**src/design/priv_pkg.sv**
```systemverilog
// shared types and constants for the privilege and state control block
package priv_pkg;

    // ------------------------------------------------------------
    // status word layout
    // ------------------------------------------------------------
    localparam int SW_WIDTH = 16;
    localparam int S_BIT = 13;
    localparam int M_BIT = 12;
    localparam logic [15:0] SW_RESET = 16'h2000;

    // ------------------------------------------------------------
    // address space codes
    // ------------------------------------------------------------
    localparam logic [2:0] FC_USER_DATA = 3'h1;
    localparam logic [2:0] FC_USER_PROG = 3'h2;
    localparam logic [2:0] FC_SUPER_DATA = 3'h5;
    localparam logic [2:0] FC_SUPER_PROG = 3'h6;
    localparam logic [2:0] FC_CPU = 3'h7;

    // ------------------------------------------------------------
    // enumerations
    // ------------------------------------------------------------
    typedef enum logic [1:0] {
        ST_NORMAL = 2'b00,
        ST_EXCEPTION = 2'b01,
        ST_HALTED = 2'b10
    } proc_state_type;

    typedef enum logic [3:0] {
        OP_NONE = 4'h0,
        OP_LOAD_STATUS = 4'h1,
        OP_AND_STATUS = 4'h2,
        OP_XOR_STATUS = 4'h3,
        OP_OR_STATUS = 4'h4,
        OP_RETURN = 4'h5,
        OP_STOP = 4'h6,
        OP_RESET = 4'h7,
        OP_PLAIN = 4'h8
    } op_type;

    typedef enum logic [1:0] {
        CYC_DATA = 2'b00,
        CYC_PROGRAM = 2'b01,
        CYC_CPU = 2'b10
    } cycle_type;

    typedef enum logic [1:0] {
        SP_USER = 2'b00,
        SP_TASK = 2'b01,
        SP_IRQ = 2'b10
    } stack_type;

    // ------------------------------------------------------------
    // decoding
    // ------------------------------------------------------------
    function automatic logic writesStatus(input op_type op);
        return op == OP_LOAD_STATUS || op == OP_AND_STATUS ||
               op == OP_XOR_STATUS || op == OP_OR_STATUS ||
               op == OP_RETURN;
    endfunction : writesStatus

    function automatic logic isPrivileged(input op_type op);
        return writesStatus(op) || op == OP_STOP || op == OP_RESET;
    endfunction : isPrivileged

endpackage : priv_pkg

```
**src/design/priv_if.sv**
```systemverilog
// privilege level and mode signals shared by the control block's parts
`timescale 1ns/10ps
interface priv_if;
    logic supervisor;
    logic master;
    logic inException;

    modport ctrl (output supervisor, output master, output inException);
    modport view (input supervisor, input master, input inException);
endinterface : priv_if

```
**src/design/privilege_state_control.sv**
```systemverilog
// processing state, privilege level and stack mode control
`timescale 1ns/10ps

// Overview of operation
// RL1: always exactly one of normal or exception state, unless halted.
// RL2: interrupts, traps, traces, bus errors, coprocessor faults start exceptions.
// RL3: exception work ends only when the first handler instruction starts.
// RL4: bus or address error during exception work halts the device.
// RL5: halted state persists until external reset; system must apply reset.
// RL6: stop op gives a stopped normal state with no bus cycles.
// RL7: supervisor bit set means supervisor level; clear means user level.
// RL8: user level refuses stop, reset and every status-altering op.
// RL9: bus cycles carry supervisor or user space codes by level.
// RL10: supervisor with master bit set uses the task stack pointer.
// RL11: supervisor with master bit clear uses the irq stack pointer.
// RL12: after reset the master bit is clear.
// RL13: master bit never affects which ops are privileged.
// RL14: master bit changes only by status ops, return, or interrupts.
// RL15: interrupt entry saves the master bit, then clears it.
// RL16: exception work is supervisor level, supervisor cycles and stacks.
// RL17: user level uses the user stack pointer for stack references.
// RL18: exception entry pushes the status word, then sets supervisor bit.
// RL19: exception return restores status word; level follows restored bit.
// RL20: privileged op at user level raises a privilege violation instead.
// RL21: halted state is shown on an output so the system can reset.
module privilege_state_control #(
    parameter int AW = 32
) (
    input wire logic clock,
    input wire logic rst,
    input wire logic instrValid,
    input priv_pkg::op_type instrOp,
    input wire logic [15:0] immData,
    input wire logic [15:0] restoreWord,
    input wire logic exceptReq,
    input wire logic exceptIsIrq,
    input wire logic busError,
    input wire logic addressError,
    input wire logic handlerStart,
    input priv_pkg::cycle_type cycleKind,
    input wire logic spWrite,
    input wire logic [AW-1:0] spData,
    output priv_pkg::proc_state_type procState,
    output logic halted,
    output logic stopped,
    output logic supervisor,
    output logic master,
    output logic [15:0] statusWord,
    output logic [15:0] savedStatus,
    output logic pushStrobe,
    output logic privViolation,
    output logic resetPulse,
    output logic busAllowed,
    output logic [2:0] spaceCode,
    output priv_pkg::stack_type stackSel,
    output logic [AW-1:0] activeSp
);
    priv_if level();

    logic inNormal;
    logic inExc;
    logic fault;
    logic violation;
    logic enterExc;
    logic execOp;
    logic irqEntry;
    logic [15:0] next_status;

    // ------------------------------------------------------------
    // decode
    // ------------------------------------------------------------
    assign inNormal = procState == priv_pkg::ST_NORMAL;
    assign inExc = procState == priv_pkg::ST_EXCEPTION;
    assign fault = busError || addressError;
    assign supervisor = statusWord[priv_pkg::S_BIT]; // RL7
    assign master = statusWord[priv_pkg::M_BIT];

    // privilege hangs on the supervisor bit alone, never the master bit
    assign violation = inNormal && !stopped && instrValid &&
        !supervisor && priv_pkg::isPrivileged(instrOp); // RL8 RL13
    assign enterExc = inNormal &&
        (exceptReq || fault || violation); // RL2 RL20
    assign irqEntry = enterExc && exceptReq && exceptIsIrq;
    assign execOp = inNormal && !stopped && instrValid && !enterExc;

    // stopped or halted issues no bus cycles
    assign busAllowed = !stopped && !halted; // RL6
    assign halted = procState == priv_pkg::ST_HALTED; // RL21

    assign level.supervisor = supervisor;
    assign level.master = master;
    assign level.inException = inExc;

    // ------------------------------------------------------------
    // processing state
    // ------------------------------------------------------------
    always_ff @(posedge clock or posedge rst) begin
        if (rst) begin
            procState <= priv_pkg::ST_NORMAL;
        end else begin
            case (procState) // RL1
                priv_pkg::ST_NORMAL: begin
                    if (enterExc) begin
                        procState <= priv_pkg::ST_EXCEPTION; // RL2
                    end
                end
                priv_pkg::ST_EXCEPTION: begin
                    if (fault) begin
                        procState <= priv_pkg::ST_HALTED; // RL4
                    end else if (handlerStart) begin
                        procState <= priv_pkg::ST_NORMAL; // RL3
                    end
                end
                priv_pkg::ST_HALTED: begin
                    procState <= priv_pkg::ST_HALTED; // RL5
                end
                default: begin
                    procState <= priv_pkg::ST_HALTED;
                end
            endcase
        end
    end

    // ------------------------------------------------------------
    // status word
    // ------------------------------------------------------------
    always_comb begin
        next_status = statusWord;
        if (enterExc) begin
            next_status[priv_pkg::S_BIT] = 1'b1; // RL18 RL16
            if (irqEntry) begin
                next_status[priv_pkg::M_BIT] = 1'b0; // RL15
            end
        end else if (execOp) begin
            case (instrOp) // RL14
                priv_pkg::OP_LOAD_STATUS: next_status = immData;
                priv_pkg::OP_AND_STATUS: next_status = statusWord & immData;
                priv_pkg::OP_XOR_STATUS: next_status = statusWord ^ immData;
                priv_pkg::OP_OR_STATUS: next_status = statusWord | immData;
                priv_pkg::OP_RETURN: next_status = restoreWord; // RL19
                default: next_status = statusWord;
            endcase
        end
    end

    always_ff @(posedge clock or posedge rst) begin
        if (rst) begin
            statusWord <= priv_pkg::SW_RESET; // RL12
        end else begin
            statusWord <= next_status;
        end
    end

    // ------------------------------------------------------------
    // frame push
    // ------------------------------------------------------------
    // the old word, both select bits included, is captured before the
    // supervisor bit is forced, so the handler can return to user level
    always_ff @(posedge clock or posedge rst) begin
        if (rst) begin
            savedStatus <= '0;
            pushStrobe <= 1'b0;
        end else begin
            pushStrobe <= enterExc;
            if (enterExc) begin
                savedStatus <= statusWord; // RL18 RL15
            end
        end
    end

    // ------------------------------------------------------------
    // stop condition
    // ------------------------------------------------------------
    // only an exception wakes a stopped device; a halt needs reset
    always_ff @(posedge clock or posedge rst) begin
        if (rst) begin
            stopped <= 1'b0;
        end else if (enterExc || !inNormal) begin
            stopped <= 1'b0;
        end else if (execOp && instrOp == priv_pkg::OP_STOP) begin
            stopped <= 1'b1; // RL6
        end
    end

    // ------------------------------------------------------------
    // event pulses
    // ------------------------------------------------------------
    always_ff @(posedge clock or posedge rst) begin
        if (rst) begin
            privViolation <= 1'b0;
            resetPulse <= 1'b0;
        end else begin
            privViolation <= violation; // RL20
            resetPulse <= execOp && instrOp == priv_pkg::OP_RESET;
        end
    end

    // ------------------------------------------------------------
    // parts
    // ------------------------------------------------------------
    space_code_gen spaceGen (
        .clock(clock),
        .rst(rst),
        .level(level.view),
        .cycleKind(cycleKind),
        .spaceCode(spaceCode)
    );

    stack_select #(.AW(AW)) stackPick (
        .clock(clock),
        .rst(rst),
        .level(level.view),
        .spWrite(spWrite),
        .spData(spData),
        .stackSel(stackSel),
        .activeSp(activeSp)
    );
endmodule : privilege_state_control

```
**src/design/space_code_gen.sv**
```systemverilog
// classification of each bus cycle into an address space code
`timescale 1ns/10ps
module space_code_gen (
    input wire logic clock,
    input wire logic rst,
    priv_if.view level,
    input priv_pkg::cycle_type cycleKind,
    output logic [2:0] spaceCode
);
    logic superRef;

    // exception work is always a supervisor reference
    assign superRef = level.supervisor || level.inException; // RL16

    // ------------------------------------------------------------
    // code register
    // ------------------------------------------------------------
    always_ff @(posedge clock or posedge rst) begin
        if (rst) begin
            spaceCode <= priv_pkg::FC_SUPER_PROG;
        end else begin
            case (cycleKind)
                priv_pkg::CYC_CPU: spaceCode <= priv_pkg::FC_CPU;
                priv_pkg::CYC_PROGRAM: spaceCode <= superRef ?
                    priv_pkg::FC_SUPER_PROG : priv_pkg::FC_USER_PROG; // RL9
                default: spaceCode <= superRef ?
                    priv_pkg::FC_SUPER_DATA : priv_pkg::FC_USER_DATA; // RL9
            endcase
        end
    end
endmodule : space_code_gen

```
**src/design/stack_select.sv**
```systemverilog
// choice of the active stack pointer and storage of the three pointers
`timescale 1ns/10ps
module stack_select #(
    parameter int AW = 32
) (
    input wire logic clock,
    input wire logic rst,
    priv_if.view level,
    input wire logic spWrite,
    input wire logic [AW-1:0] spData,
    output priv_pkg::stack_type stackSel,
    output logic [AW-1:0] activeSp
);
    logic [AW-1:0] pointers [3];
    priv_pkg::stack_type next_sel;

    // ------------------------------------------------------------
    // selection
    // ------------------------------------------------------------
    always_comb begin
        if (!level.supervisor && !level.inException) begin
            next_sel = priv_pkg::SP_USER; // RL17
        end else if (level.master) begin
            next_sel = priv_pkg::SP_TASK; // RL10
        end else begin
            next_sel = priv_pkg::SP_IRQ; // RL11
        end
    end

    always_ff @(posedge clock or posedge rst) begin
        if (rst) begin
            stackSel <= priv_pkg::SP_IRQ;
        end else begin
            stackSel <= next_sel;
        end
    end

    // ------------------------------------------------------------
    // pointer storage
    // ------------------------------------------------------------
    // writes go to next_sel, the pointer the current level picks, ahead of the
    // registered stackSel, so a write just after a level change lands in the new pointer
    always_ff @(posedge clock or posedge rst) begin
        if (rst) begin
            pointers[0] <= '0;
            pointers[1] <= '0;
            pointers[2] <= '0;
        end else if (spWrite) begin
            pointers[next_sel] <= spData;
        end
    end

    assign activeSp = pointers[stackSel];
endmodule : stack_select

```
**config.mk**
```make
export PLATFORM = sky130hd
export DESIGN_NAME = privilege_state_control
export DESIGN_NICKNAME = d
export VERILOG_FILES = /design/src/design/priv_pkg.sv /design/src/design/priv_if.sv /design/src/design/privilege_state_control.sv /design/src/design/space_code_gen.sv /design/src/design/stack_select.sv
export SDC_FILE = /design/constraint.sdc
export NUM_CORES = 1
export LEC_CHECK = 0
export ABC_AREA = 1
export BUFFER_PORTS_ARGS = -buffer_cell sky130_fd_sc_hd__buf_2
export CORE_ASPECT_RATIO = 0.7
export CORE_MARGIN = 1
export CORE_UTILIZATION = 55
export DETAILED_ROUTE_END_ITERATION = 16
export GPL_TIMING_DRIVEN = 0
export PLACE_DENSITY = 0.81
export REMOVE_ABC_BUFFERS = 1
export SLEW_MARGIN = 20
export SYNTH_ARGS = -nofsm -noshare
export SYNTH_HDL_FRONTEND = slang
export SYNTH_SLANG_ARGS = --single-unit
```
**constraint.sdc**
```tcl
create_clock -name clock -period 10.7 [get_ports clock]
set_input_delay 1.07 -clock clock [delete_from_list [all_inputs] [get_ports clock]]
set_output_delay 1.07 -clock clock [all_outputs]
set_load 0.01 [all_outputs]
```
* Yosys cells after proc, flatten, opt, wreduce, memory -nomap -nowiden
Cells that the tools add are included.
** Operators by class
- Magnitude comparators :: 3
- Eq/ne operators :: 14
- Mux-type cells :: 21
- Bitwise gates (word level) :: 6
- Reduce and logical (&&, ||, !) cells :: 39
** Operators with widths (count)
- $bwmux W96 :: 1
- $mux W32 :: 3
- $pmux W16 S5 :: 1
- $bmux W32 S2 :: 1
- $demux W32 S2 :: 1
- $and A16 B16 Y16 :: 1
- $eq A4 B3 Y1 const B :: 4
- $or A16 B16 Y16 :: 1
- $xor A16 B16 Y16 :: 1
- $mux W14 :: 1
- $logic_and A1 B1 Y1 :: 13
- $mux W2 :: 6
- $logic_or A1 B1 Y1 :: 11
- $eq A4 B2 Y1 const B :: 2
- $ge A3 B3 Y1 const B :: 2
- $logic_not A1 Y1 :: 6
- $mux W3 :: 2
- $not A2 Y3 :: 2
- $pmux W3 S2 :: 1
- $reduce_and A3 Y1 :: 2
- $reduce_bool A6 Y1 :: 1
- $reduce_bool A5 Y1 :: 1
- $eq A2 B1 Y1 const B :: 2
- $eq A2 B2 Y1 const B :: 2
- 10 further kinds :: 15
** Storage, ports and cells
- Register bits after elaboration :: 139
- Bits of input ports :: 79
- Output and inout port bits :: 79
- Logic and storage cells :: 97

* Logic depth before layout (Yosys ltp)
Gate-level depths: netlist of run 1.
- Depth in word-level cells :: 15
- Gate-level depth with buffers :: 11
- Gate-level depth less buffers :: 11

* Hierarchy
From an unflattened synthesis of run 1, not the netlist that was laid out.
** Second synthesis, totals
- Cell total of the unflattened synthesis :: 968
- Area total of the unflattened synthesis :: 7588.5 um2
** Modules (own cells, without submodules)
- stack_select :: instances 1, cells an instance 580, area an instance 4715.8 um2, sequential area each 2453.6 um2
- privilege_state_control :: instances 1, cells an instance 369, area an instance 2698.8 um2, sequential area each 952.2 um2
- space_code_gen :: instances 1, cells an instance 19, area an instance 173.9 um2, sequential area each 77.6 um2

* Worst setup path before layout of run 1
No wires, ideal clock.
- Path kind :: register to output
- Start point :: register stackPick.stackSel[0]
- End point :: output activeSp[0]
- Arrival time :: 1.433 ns
- Required time :: 9.630 ns
- Path slack :: 8.197 ns
- Stages on the path, launching flop included :: 6
- Buffers on the path :: 2
- Cells stage by stage :: dfrtp_1 inv_1 clkbuf_1 clkbuf_1 o21ai_0 o21ai_0
** Between the ends
- Cells in the longest elaborated chain, start to end :: 4
** RTL lines
- from (decl) :: RTL line stack_select.sv:11 : output priv_pkg::stack_type stackSel,
- from (signal assigned) :: RTL line stack_select.sv:32 : stackSel <= priv_pkg::SP_IRQ;
- from (signal assigned) :: RTL line stack_select.sv:34 : stackSel <= next_sel;
- $not A2 Y3 (not written as such) :: RTL line stack_select.sv:53 : assign activeSp = pointers[stackSel];
- $bmux W32 S2 :: RTL line stack_select.sv:53
- $mux W32 (not written as such) (2 in a row) :: RTL line stack_select.sv:53
- to (decl) :: RTL line privilege_state_control.sv:56 : output logic [AW-1:0] activeSp
No other way between the ends. The select of a mux whose other input is x is not followed.

* Worst setup path after layout of run 1
- Start point :: register stackPick.stackSel[1]
- End point :: output activeSp[7]
Same word-level chain as after synthesis.

==> metrics.yaml, run 1 <==
run_status:
  status: "finished clean"
worst_setup_path:
  path_class: "flop to output port"
  startpoint_type: "flop"
  crit_path_end_kind: "output port"
  cp_top_family: "flip-flops"
  path_max_fanout: 65
  worst-r2r-setup-slack_ns: 8.70
  slowest_stage: "dfstp_2"
  cp.buffers_inverters: 1
  worstPathCellList: "o21ai_0, buf_2"
  required_ns: 9.63
  slowest_delay_ns: 1.22
  worstPathArrival_ns: 2.21
power:
  intPower_mw: 0.8836
  swShare: 0.2646
  powerDensity_nw_per_um2: 138.9
  p_leak_nw: 4.759
  switching_power_mw: 0.3179
  power_frac_comb: 0.090
  ir_drop_mv: 0.1344
  clock_power_share: 0.460
  power.share.sequential: 0.450
timing:
  slew_headroom: 0.2926
  rsz0062_at_grt: "no"
  drv_slew: 0
  fin_crit_ns: 3.277
  hold_violations: 0
  fmax_ghz: 0.3052
  setup-violations-final: 0
  worstMarginPinSlew_ns: 1.061
  fin_setup_tns_ns: 0
  fin_crit_sh: 0.3062
  skew_ns: 0.01042
grt:
  grt_util_all_layers: 0.2541
  grt_overflow_total: 0
  grt_pass1_vias: 5777
  grt_antenna_before_repair: 0
  grt_max_degree: 101
  grt_pass1_wl_um: 27610
detailed_routing:
  via_per_inst: 5.047
  via_count: 6177
  drtIter0Drc: 381
  drc_errors: 0
  wl_per_cell_um: 13.46
  totalWireLength_um: 16480
  ant_nets: 0
  dr.pass1.iters: 5
clock_tree:
  cts_tree: "done"
  hold_buffers: 0
  cts-root-buf: "clkbuf_16"
  cts_resized: 0
  post-cts-setup-buffers: 0
  h-tree-depth: 4
  cts.sinks: 139
  cts_made_buffers: 17
  cts_buffer_depth: 2
  path_clk_slew_ns: 0.06
  worstSkewPairLatency_ns: 0.41
cells_and_area:
  fin_area_um2: 8648
  regArea_um2: 3483
  drive_gt1_frac: 0.2109
  final_cell_mix: "265 x nand2_1, 178 x o21ai_0, 157 x buf_2, 135 x dfrtp_1, 113 x inv_1"
  nets: 1162
  final_common_cell: "nand2_1"
  stdcell_count: 1224
  nFillCells: 1059
  n_antenna_cell: 0
  syn2layout_area_growth_pct: 19.21
  multi_input_area_um2: 3075
logic_synthesis:
  synthCells: 918
  synth_area_um2: 7254
  seq_area_frac_synth: 0.4802
  ys_seq_elements: 139
  synth_cell_types: 29
  ys_warn_count: 0
  syn_area_per_cell_um2: 7.902
floorplan:
  die_w_um: 139.3
  fp.dieH_um: 98.09
  core_um2: 12630
  dieArea_um2: 13660
  ios: 158
  initial_core_util: 0.5742
  num_rows: 34
min_path:
  min-delay-path-class: "flop to flop"
placement:
  dp_hpwl_um: 10730
  placed_cells: 1192
  gp_congestion: 0.8307
  io_buffers: 157
  dpl_cell_area_um2: 8078
run:
  drv_cap: 0
[Yosys cell counts]
master / n / area, um2
a21oi_1: 5 / 25.02
and2_1: 14 / 87.58
buf_1: 2 / 7.510
buf_2: 12 / 60.06
buf_4: 9 / 67.56
buf_6: 4 / 45.04
clkbuf_1: 21 / 78.83
dfrtp_1: 135 / 3378
dfstp_2: 4 / 105.1
ha_1: 34 / 425.4
inv_1: 115 / 431.7
inv_2: 2 / 7.510
inv_6: 1 / 8.760
nand2_1: 265 / 994.7
nand2_2: 4 / 25.02
nand2_4: 4 / 45.04
nand3_1: 53 / 265.3
nand4_1: 1 / 6.260
nor2_1: 26 / 97.59
nor2_2: 6 / 37.54
nor2_4: 2 / 22.52
nor2_8: 1 / 20.02
nor3_1: 2 / 10.01
nor4_1: 1 / 6.260
o211ai_1: 1 / 7.510
o21ai_0: 178 / 890.9
o21ai_1: 2 / 10.01
or2_1: 8 / 50.05
or2_2: 6 / 37.54
[layout make-up]
class | instances | share of cell area
clock buffer | 18 | 0.04962
inverter | 118 | 0.05295
multi-input combinational | 613 | 0.3556
timing repair buffer | 160 | 0.1004
tap | 162 | 0.02344
clock inverter | 14 | 0.01519
sequential | 139 | 0.4028
[worst paths after layout]
path | start | to | cells past startpoint
worst max-delay path | stackPick.stackSel[1] | activeSp[7] | 2
worst min-delay path | stackPick.pointers[36] | stackPick.pointers[36] | 2
worst max register to register | procState[1] | stackPick.pointers[75] | 5
worst min register to register | stackPick.pointers[36] | stackPick.pointers[36] | 2
max in group asynchronous | rst | savedStatus[8] | 3
min in group asynchronous | rst | savedStatus[14] | 2
[tightest hold or removal path: cells and delay by family (launching register included)]
family	cells	cell delay [ns]
DFF	1	0.34
AOI/OAI and AO/OA	1	0.06
and+or+nand+nor	1	0.05
[through the flow]
stage            util  hold slack, ns  worst slack, ns  power (mW)
6_report       0.6845          0.4779            7.423       1.202
5_1_grt        0.6845          0.4971            7.296       1.250
4_1_cts        0.6837          0.4826            7.450       1.213
3_5_place_dp   0.6393          0.4679            7.883      0.6578
3_3_place_gp   0.6319          0.4592            4.293      0.6521
2_1_floorplan       -          0.4479            5.912      0.6100
[logic make-up after synthesis]
kind of cell	after synthesis	share of synthesized area
AO/OA/AOI/OAI	186	0.1287
adder cells (fa/ha/maj)	34	0.05864
flip-flops	139	0.4802
buffers and inverters	166	0.09745
AND/OR/NAND/NOR	393	0.2351
[state kept, by name, summed over array words and instances (netlist names), 2 cells and up]
| name | flops |
|---|---|
| spaceGen.spaceCode | 3 |
| procState | 2 |
| statusWord | 16 |
| stackPick.stackSel | 2 |
| stackPick.pointers | 96 |
| savedStatus | 16 |
[power by group through the flow]
| stage | Combinational (mW) | Clock, mW | Sequential (mW) |
|---|---|---|---|
| 3_5_place_dp | 0.108 | 0 | 0.550 |
| 4_1_cts | 0.109 | 0.563 | 0.541 |
| 6_report | 0.108 | 0.553 | 0.540 |
| 5_1_grt | 0.124 | 0.585 | 0.541 |
| 3_3_place_gp | 0.102 | 0 | 0.550 |
| 2_1_floorplan | 0.0600 | 0 | 0.550 |
[layer usage]
layer | vias to the layer above | wire length, um | track usage
met5 | - | 0 | 0
met4 | 0 | 206 | 0.07778
met3 | 16 | 804 | 0.05542
met2 | 171 | 7409 | 0.4063
met1 | 2841 | 8057 | 0.3482
li1 | 3149 | - | -
Power figures use the tool's default switching activity.
==> inputs of run 2 (changes only) <==
clock period = 3.4 ns   (was 10.7 ns; I/O delays follow)
==> run 2 against run 1 <==
- setup slack got worse by 6.6 ns
- global-route usage unchanged
- clock skew decreased by 0.00051 ns
- sequential power increased to 3.1 times the previous value
- design area increased by 0.12%
- non-clock buffer count increased by 1
- flip-flop and latch count unchanged
- critical path depth unchanged
- highest routed layer unchanged
==> metrics.yaml, run 2 (synthesis results as in run 1) <==
timing:
  hold_violations: 0  # unchanged
  setup-violations-final: 0  # unchanged
  fin_crit_ns: 2.529
  fin_setup_tns_ns: 0  # unchanged
  whs_ns: 0.1457  # -0.3322 ns
  rsz0062_at_grt: "no"
  slew_headroom: 0.3045  # +0.01186
  skew_ns: 0.009908  # -0.0005087 ns
  fmax_ghz: 0.3954
  drv_slew: 0  # unchanged
  fin_crit_sh: 0.7439
  worstMarginPinSlew_ns: 1.043  # -0.01778 ns
cells_and_area:
  final_common_cell: "nand2_1"
  syn2layout_area_growth_pct: 19.35
  largest_register_ffs: 96  # unchanged
  nFillCells: 1058  # -0.094%
  regArea_um2: 3483  # unchanged
  top_register: "stackPick.pointers"
  drive_gt1_frac: 0.2107  # about the same
  multi_input_area_um2: 3075  # unchanged
  largest_registers: "stackPick.pointers x96, savedStatus x16, statusWord x16"
  utilization: 0.6853  # +0.0007920
  n_antenna_cell: 0  # unchanged
  final_cell_mix: "265 x nand2_1, 178 x o21ai_0, 157 x buf_2, 135 x dfrtp_1, 113 x inv_1"
  nets: 1163  # +0.086%
detailed_routing:
  via_per_inst: 5.051  # about the same
  dr.pass1.iters: 5  # unchanged
  drc_errors: 0  # unchanged
  via_count: 6187  # +0.16%
  drtIter0Drc: 416  # +9.2%
  wl_per_cell_um: 13.47  # about the same
  totalWireLength_um: 16500  # +0.13%
  ant_nets: 0  # unchanged
floorplan:
  die_w_um: 139.3  # unchanged
  core_um2: 12630  # unchanged
  dieArea_um2: 13660  # unchanged
  fp.dieH_um: 98.09  # unchanged
  num_rows: 34  # unchanged
  initial_core_util: 0.5742  # unchanged
  ios: 158  # unchanged
clock_tree:
  path_clk_slew_ns: 0.07  # about the same
  post-cts-setup-buffers: 0  # unchanged
  cts-root-buf: "clkbuf_16"
  worstSkewPairLatency_ns: 0.41  # about the same
  cts_tree: "done"
  cts_made_buffers: 17  # unchanged
  h-tree-depth: 4  # unchanged
  cts.sinks: 139  # unchanged
  cts_buffer_depth: 2  # unchanged
run:
  drv_cap: 0  # unchanged
power:
  powerDensity_nw_per_um2: 437.0  # +210%
  p_leak_nw: 4.764  # about the same
  ir_drop_mv: 0.4238  # +220%
  fin_total_pwr_mw: 3.783  # +210%
worst_setup_path:
  cp_top_family: "flip-flops"
  startpoint_type: "flop"
  slowest_stage: "dfstp_2"
  cp.buffers_inverters: 1  # unchanged
  r2r-start: "procState[1]"
  path_max_fanout: 65  # unchanged
  crit_path_end_kind: "output port"
  required_ns: 3.06  # -6.57 ns
  slowest_delay_ns: 1.20  # -0.02 ns
  path_class: "flop to output port"
  worstPathCellList: "o21ai_0, buf_2"
  crit_start: "stackPick.stackSel[1]"
  worstPathArrival_ns: 2.19  # -0.02 ns
grt:
  grt_pass1_wl_um: 27610  # unchanged
  grt_max_degree: 101  # unchanged
  grt_overflow_total: 0  # unchanged
  grt_antenna_before_repair: 0  # unchanged
  grt_pass1_vias: 5777  # unchanged
  grt_util_all_layers: 0.2541  # unchanged
run_status:
  status: "finished clean"
placement:
  gp_congestion: 0.8307  # unchanged
  dp_hpwl_um: 10730  # unchanged
  io_buffers: 157  # unchanged
min_path:
  min-delay-path-class: "input port to flop"
  worstHoldStart: "spData[10]"
-- run 2: area by class of cell --
cell class                      count  area share
Clock buffer                       18     0.04957
Clock inverter                     14     0.01517
Inverter                          118     0.05289
Multi-Input combinational cell    613      0.3552
Sequential cell                   139      0.4023
Tap cell                          162     0.02341
Timing Repair Buffer              161      0.1014
-- run 2: timing repair --
item                      in CTS  in global routing
resized for setup              0                  0
hold endpoints to repair      35                  0
hold buffers                   1                  0
-- run 2: power breakdown --
part | switching, mW | internal (mW) | total [mW]
sequential | 0.00937 | 1.69 | 1.70
combinational | 0.213 | 0.127 | 0.341
clock | 0.779 | 0.963 | 1.74
total | 1.00 | 2.78 | 3.78
-- run 2: worst paths after layout --
| path | slack, ns | endpoint | depth (start not counted) |
|---|---|---|---|
| setup / recovery | 0.87 | activeSp[30] | 2 |
| hold / removal | 0.15 | stackPick.pointers[74] | 3 |
| setup reg to reg | 1.40 | stackPick.pointers[75] | 5 |
| hold reg to reg | 0.48 | stackPick.pointers[36] | 2 |
| max in group asynchronous | 2.17 | statusWord[8] | 4 |
| min in group asynchronous | 0.45 | savedStatus[14] | 3 |
-- run 2: metrics by stage --
stage	instance area [um2]	setup WS (ns)	instances
floorplan	6995	-0.6579	870
global placement	7984	-2.277	1189
detailed placement	8078	1.255	1192
CTS	8648	0.8805	1225
global route	8658	0.7262	1225
finish	8658	0.8708	1225
-- run 2: worst register-to-register path, stage by stage (launching register included) --
cell and delay, ns:
dfrtp_1 0.41, inv_1 0.11, a21oi_1 0.34, and2_2 0.65, buf_16 0.25, o21ai_0 0.12
-- run 2: per-layer routing --
| layer | global-route usage | vias up | part of all wire |
|---|---|---|---|
| li1 | - | 3150 | - |
| met1 | 0.3482 | 2859 | 0.49 |
| met2 | 0.4063 | 162 | 0.45 |
| met3 | 0.05542 | 16 | 0.047 |
| met4 | 0.07778 | 0 | 0.013 |
| met5 | 0 | - | 0 |
==> inputs of run 3 (changes only) <==
ABC_AREA = 0   (was 1)
clock period = 2.5 ns   (was 3.4 ns; I/O delays follow)
==> run 3 against run 2 <==
- design area increased by 0.64%
- area after synthesis fell by 2.1%
- cell count decreased by 24%
- core utilization increased by 1.1 points
- critical path depth is 3 higher
- register-to-register slack got worse by 1.3 ns
- combinational power grew to 9.9 times the previous value
- sequential share of layout area shrank 0.20 points
- clock skew about the same
- die area decreased by 2.1%
- critical endpoint unchanged
==> metrics.yaml, run 3 <==
detailed_routing:
  drtIter0Drc: 267  # -36%
  via_count: 5409  # -13%
  via_per_inst: 5.829  # +15%
  totalWireLength_um: 17160  # +4.0%
  wl_per_cell_um: 18.49  # +37%
  drc_errors: 0  # unchanged
  dr.pass1.iters: 5  # unchanged
  ant_nets: 0  # unchanged
cells_and_area:
  drive_gt1_frac: 0.4269  # +0.2162
  largest_register_ffs: 96  # unchanged
  largest_registers: "stackPick.pointers x96, savedStatus x16, statusWord x16"
  syn2layout_area_growth_pct: 22.69
  nets: 866  # -26%
  n_antenna_cell: 0  # unchanged
  final_cell_mix: "157 x buf_2, 134 x dfrtp_1, 103 x mux2_2, 52 x o21ai_0, 48 x mux2i_1"
  stdcell_count: 928  # -24%
  utilization: 0.6967  # +0.01140
  final_common_cell: "buf_2"
  top_register: "stackPick.pointers"
worst_setup_path:
  worst-r2r-setup-slack_ns: 0.14  # -1.26 ns
  path_class: "flop to output port"
  worstPathArrival_ns: 2.13  # -0.06 ns
  path_max_fanout: 34  # -48%
  crit_path_end_kind: "output port"
  required_ns: 2.25  # -0.81 ns
  reg2reg_to: "stackPick.pointers[57]"
  ff2ff_path_depth: 6  # +1
  startpoint_type: "flop"
  r2r-start: "statusWord[13]"
timing:
  worstMarginPinSlew_ns: 0.7948  # -0.2485 ns
  fin_crit_sh: 0.9507
  fin_setup_tns_ns: 0  # unchanged
  setup-violations-final: 0  # unchanged
  hold_violations: 0  # unchanged
  rsz0062_at_grt: "no"
  fmax_ghz: 0.4207
  drv_slew: 0  # unchanged
  skew_ns: 0.01040  # +0.0004912 ns
  fin_crit_ns: 2.377
  slew_headroom: 0.4661  # +0.1616
power:
  ir_drop_mv: 0.8311  # +96%
  power.share.sequential: 0.400  # -0.050
  clock_power_share: 0.259  # -0.201
  swShare: 0.3423  # +0.07749
  powerDensity_nw_per_um2: 1136  # +160%
  fin_total_pwr_mw: 9.896  # +160%
  power_frac_comb: 0.341  # +0.251
  switching_power_mw: 3.387  # +240%
  p_leak_nw: 4.273  # -10%
  intPower_mw: 6.509  # +130%
grt:
  grt_pass1_wl_um: 27330  # -1.0%
  grt_overflow_total: 0  # unchanged
  grt_pass1_vias: 5643  # -2.3%
  grt_util_all_layers: 0.2671  # +0.01300
  grt_max_degree: 107  # +5.9%
  grt_antenna_before_repair: 0  # unchanged
logic_synthesis:
  synth.most_common_cell: "dfrtp_1"
  synthCells: 606  # -34%
  synth_common_cells: "135 x dfrtp_1, 103 x mux2_2, 52 x o21ai_0, 48 x mux2i_1, 37 x inv_1"
  synth_largest_area_cell: "dfrtp_1"
  ys_top_cells_by_area: "dfrtp_1 48%, mux2_2 16%, mux2i_1 6.8%"
  synth-edff-count: 0  # unchanged
  syn_area_per_cell_um2: 11.72  # +48%
  synth_area_um2: 7102  # -2.1%
  synth_top_area_share: 0.4757  # +0.01001
  ys_warn_count: 0  # unchanged
  ys_async_sr_fraction: 1.000  # unchanged
  ys.flop_type: "dfrtp_1"
  ys_seq_elements: 139  # unchanged
  seq_area_frac_synth: 0.4905  # +0.01032
  synth_cell_types: 44  # +52%
placement:
  placed_cells: 893  # -25%
  dp_hpwl_um: 11640  # +8.5%
  gp_congestion: 0.8130  # -2.1%
  io_buffers: 157  # unchanged
floorplan:
  initial_core_util: 0.5678  # -0.006346
  num_rows: 34  # unchanged
  ios: 158  # unchanged
  fp.dieH_um: 97.07  # -1.0%
  dieArea_um2: 13380  # -2.1%
  core_um2: 12510  # -1.0%
  die_w_um: 137.8  # -1.0%
min_path:
  worstHoldStart: "handlerStart"
  whs_path_depth: 2  # -1
  min-delay-path-class: "input port to flop"
  hold_path_end: "procState[0]"
run:
  drv_cap: 0  # unchanged
clock_tree:
  cts-root-buf: "clkbuf_16"
  cts_buffer_depth: 2  # unchanged
  worstSkewPairLatency_ns: 0.42  # about the same
  h-tree-depth: 4  # unchanged
  cts.sinks: 139  # unchanged
  cts_tree: "done"
  cts_made_buffers: 17  # unchanged
  path_clk_slew_ns: 0.06  # about the same
run_status:
  status: "finished clean"
==> run 3: changes by cell type in the layout (fill, tap and decap cells not counted), moves of 12 or more <==
cell / delta
mux2i_1: +48
and2_1: -12
a211oi_1: +14
nand3_1: -52
mux2_2: +103
inv_1: -77
o21ai_0: -126
o31ai_1: +14
nand2_1: -231
o22ai_1: +14
==> run 3: logic make-up (layout without fill, tap and decap cells) <==
family,Yosys count,count (layout),share of synthesized area
fa+ha+maj,34,34,0.05990
simple gates,87,87,0.05937
flops,139,139,0.4905
compound gates,107,107,0.09320
mux,160,160,0.2500
xor+xnor,1,1,0.001233
buf+inv,78,238,0.04581
==> run 3: final cells by class <==
type	count	area (um2)
inverter	39	156.4
multi-input combinational	389	3316
clock buffer	17	425.4
timing repair buffer	167	948.4
clock inverter	15	176.4
sequential	139	3488
tap	162	202.7
fill	900	3794
==> run 3: worst max path at each step <==
stage                               start             to  slack, ns  cells after the start
floorplan                             rst  privViolation      -1.47                      1
global placement                      rst     resetPulse      -2.67                      2
detailed placement  stackPick.stackSel[0]   activeSp[30]      -0.02                      5
CTS                 stackPick.stackSel[1]   activeSp[30]       0.13                      5
global route        stackPick.stackSel[0]   activeSp[30]       0.02                      5
finish              stackPick.stackSel[1]   activeSp[30]       0.12                      5
==> run 3: repair_timing <==
item / CTS / global route
hold endpoints to repair: 33 / 0
endpoints found under the setup margin: 32 / 0
hold buffers: 1 / 0
resized for setup: 2 / 0
setup buffers: 2 / 0
==> run 3: metrics by stage <==
step,hold WS (ns),area (um2),setup slack (ns)
floorplan,0.3217,6925,-1.468
global placement,0.4359,7914,-2.673
detailed placement,0.2447,8069,-0.02103
CTS,0.004625,8713,0.1339
global route,0.003434,8713,0.02387
finish,0.002268,8713,0.1232
==> run 3: worst max-delay path: stages, from the launching register on <==
cell and delay (ns):
dfstp_4 0.97, nor2b_4 0.13, buf_16 0.19, nand2_1 0.07, o21ai_0 0.11, buf_2 0.19
==> run 3: power by group through the flow <==
stage,registers (mW),clock network (mW),logic [mW]
after global placement,3.84,0,3.12
after CTS,3.94,2.60,3.39
final,3.96,2.57,3.37
after global routing,4.07,2.71,3.68
after floorplan,3.78,0,2.13
after detailed placement,3.97,0,3.35
==> run 3: metal layers <==
| layer | track usage | vias up | share of wire |
|---|---|---|---|
| met3 | 0.06312 | 38 | 0.070 |
| met4 | 0.1003 | 0 | 0.020 |
| met2 | 0.4418 | 235 | 0.49 |
| li1 | - | 2434 | - |
| met1 | 0.3389 | 2702 | 0.42 |
| met5 | 0 | - | 0 |
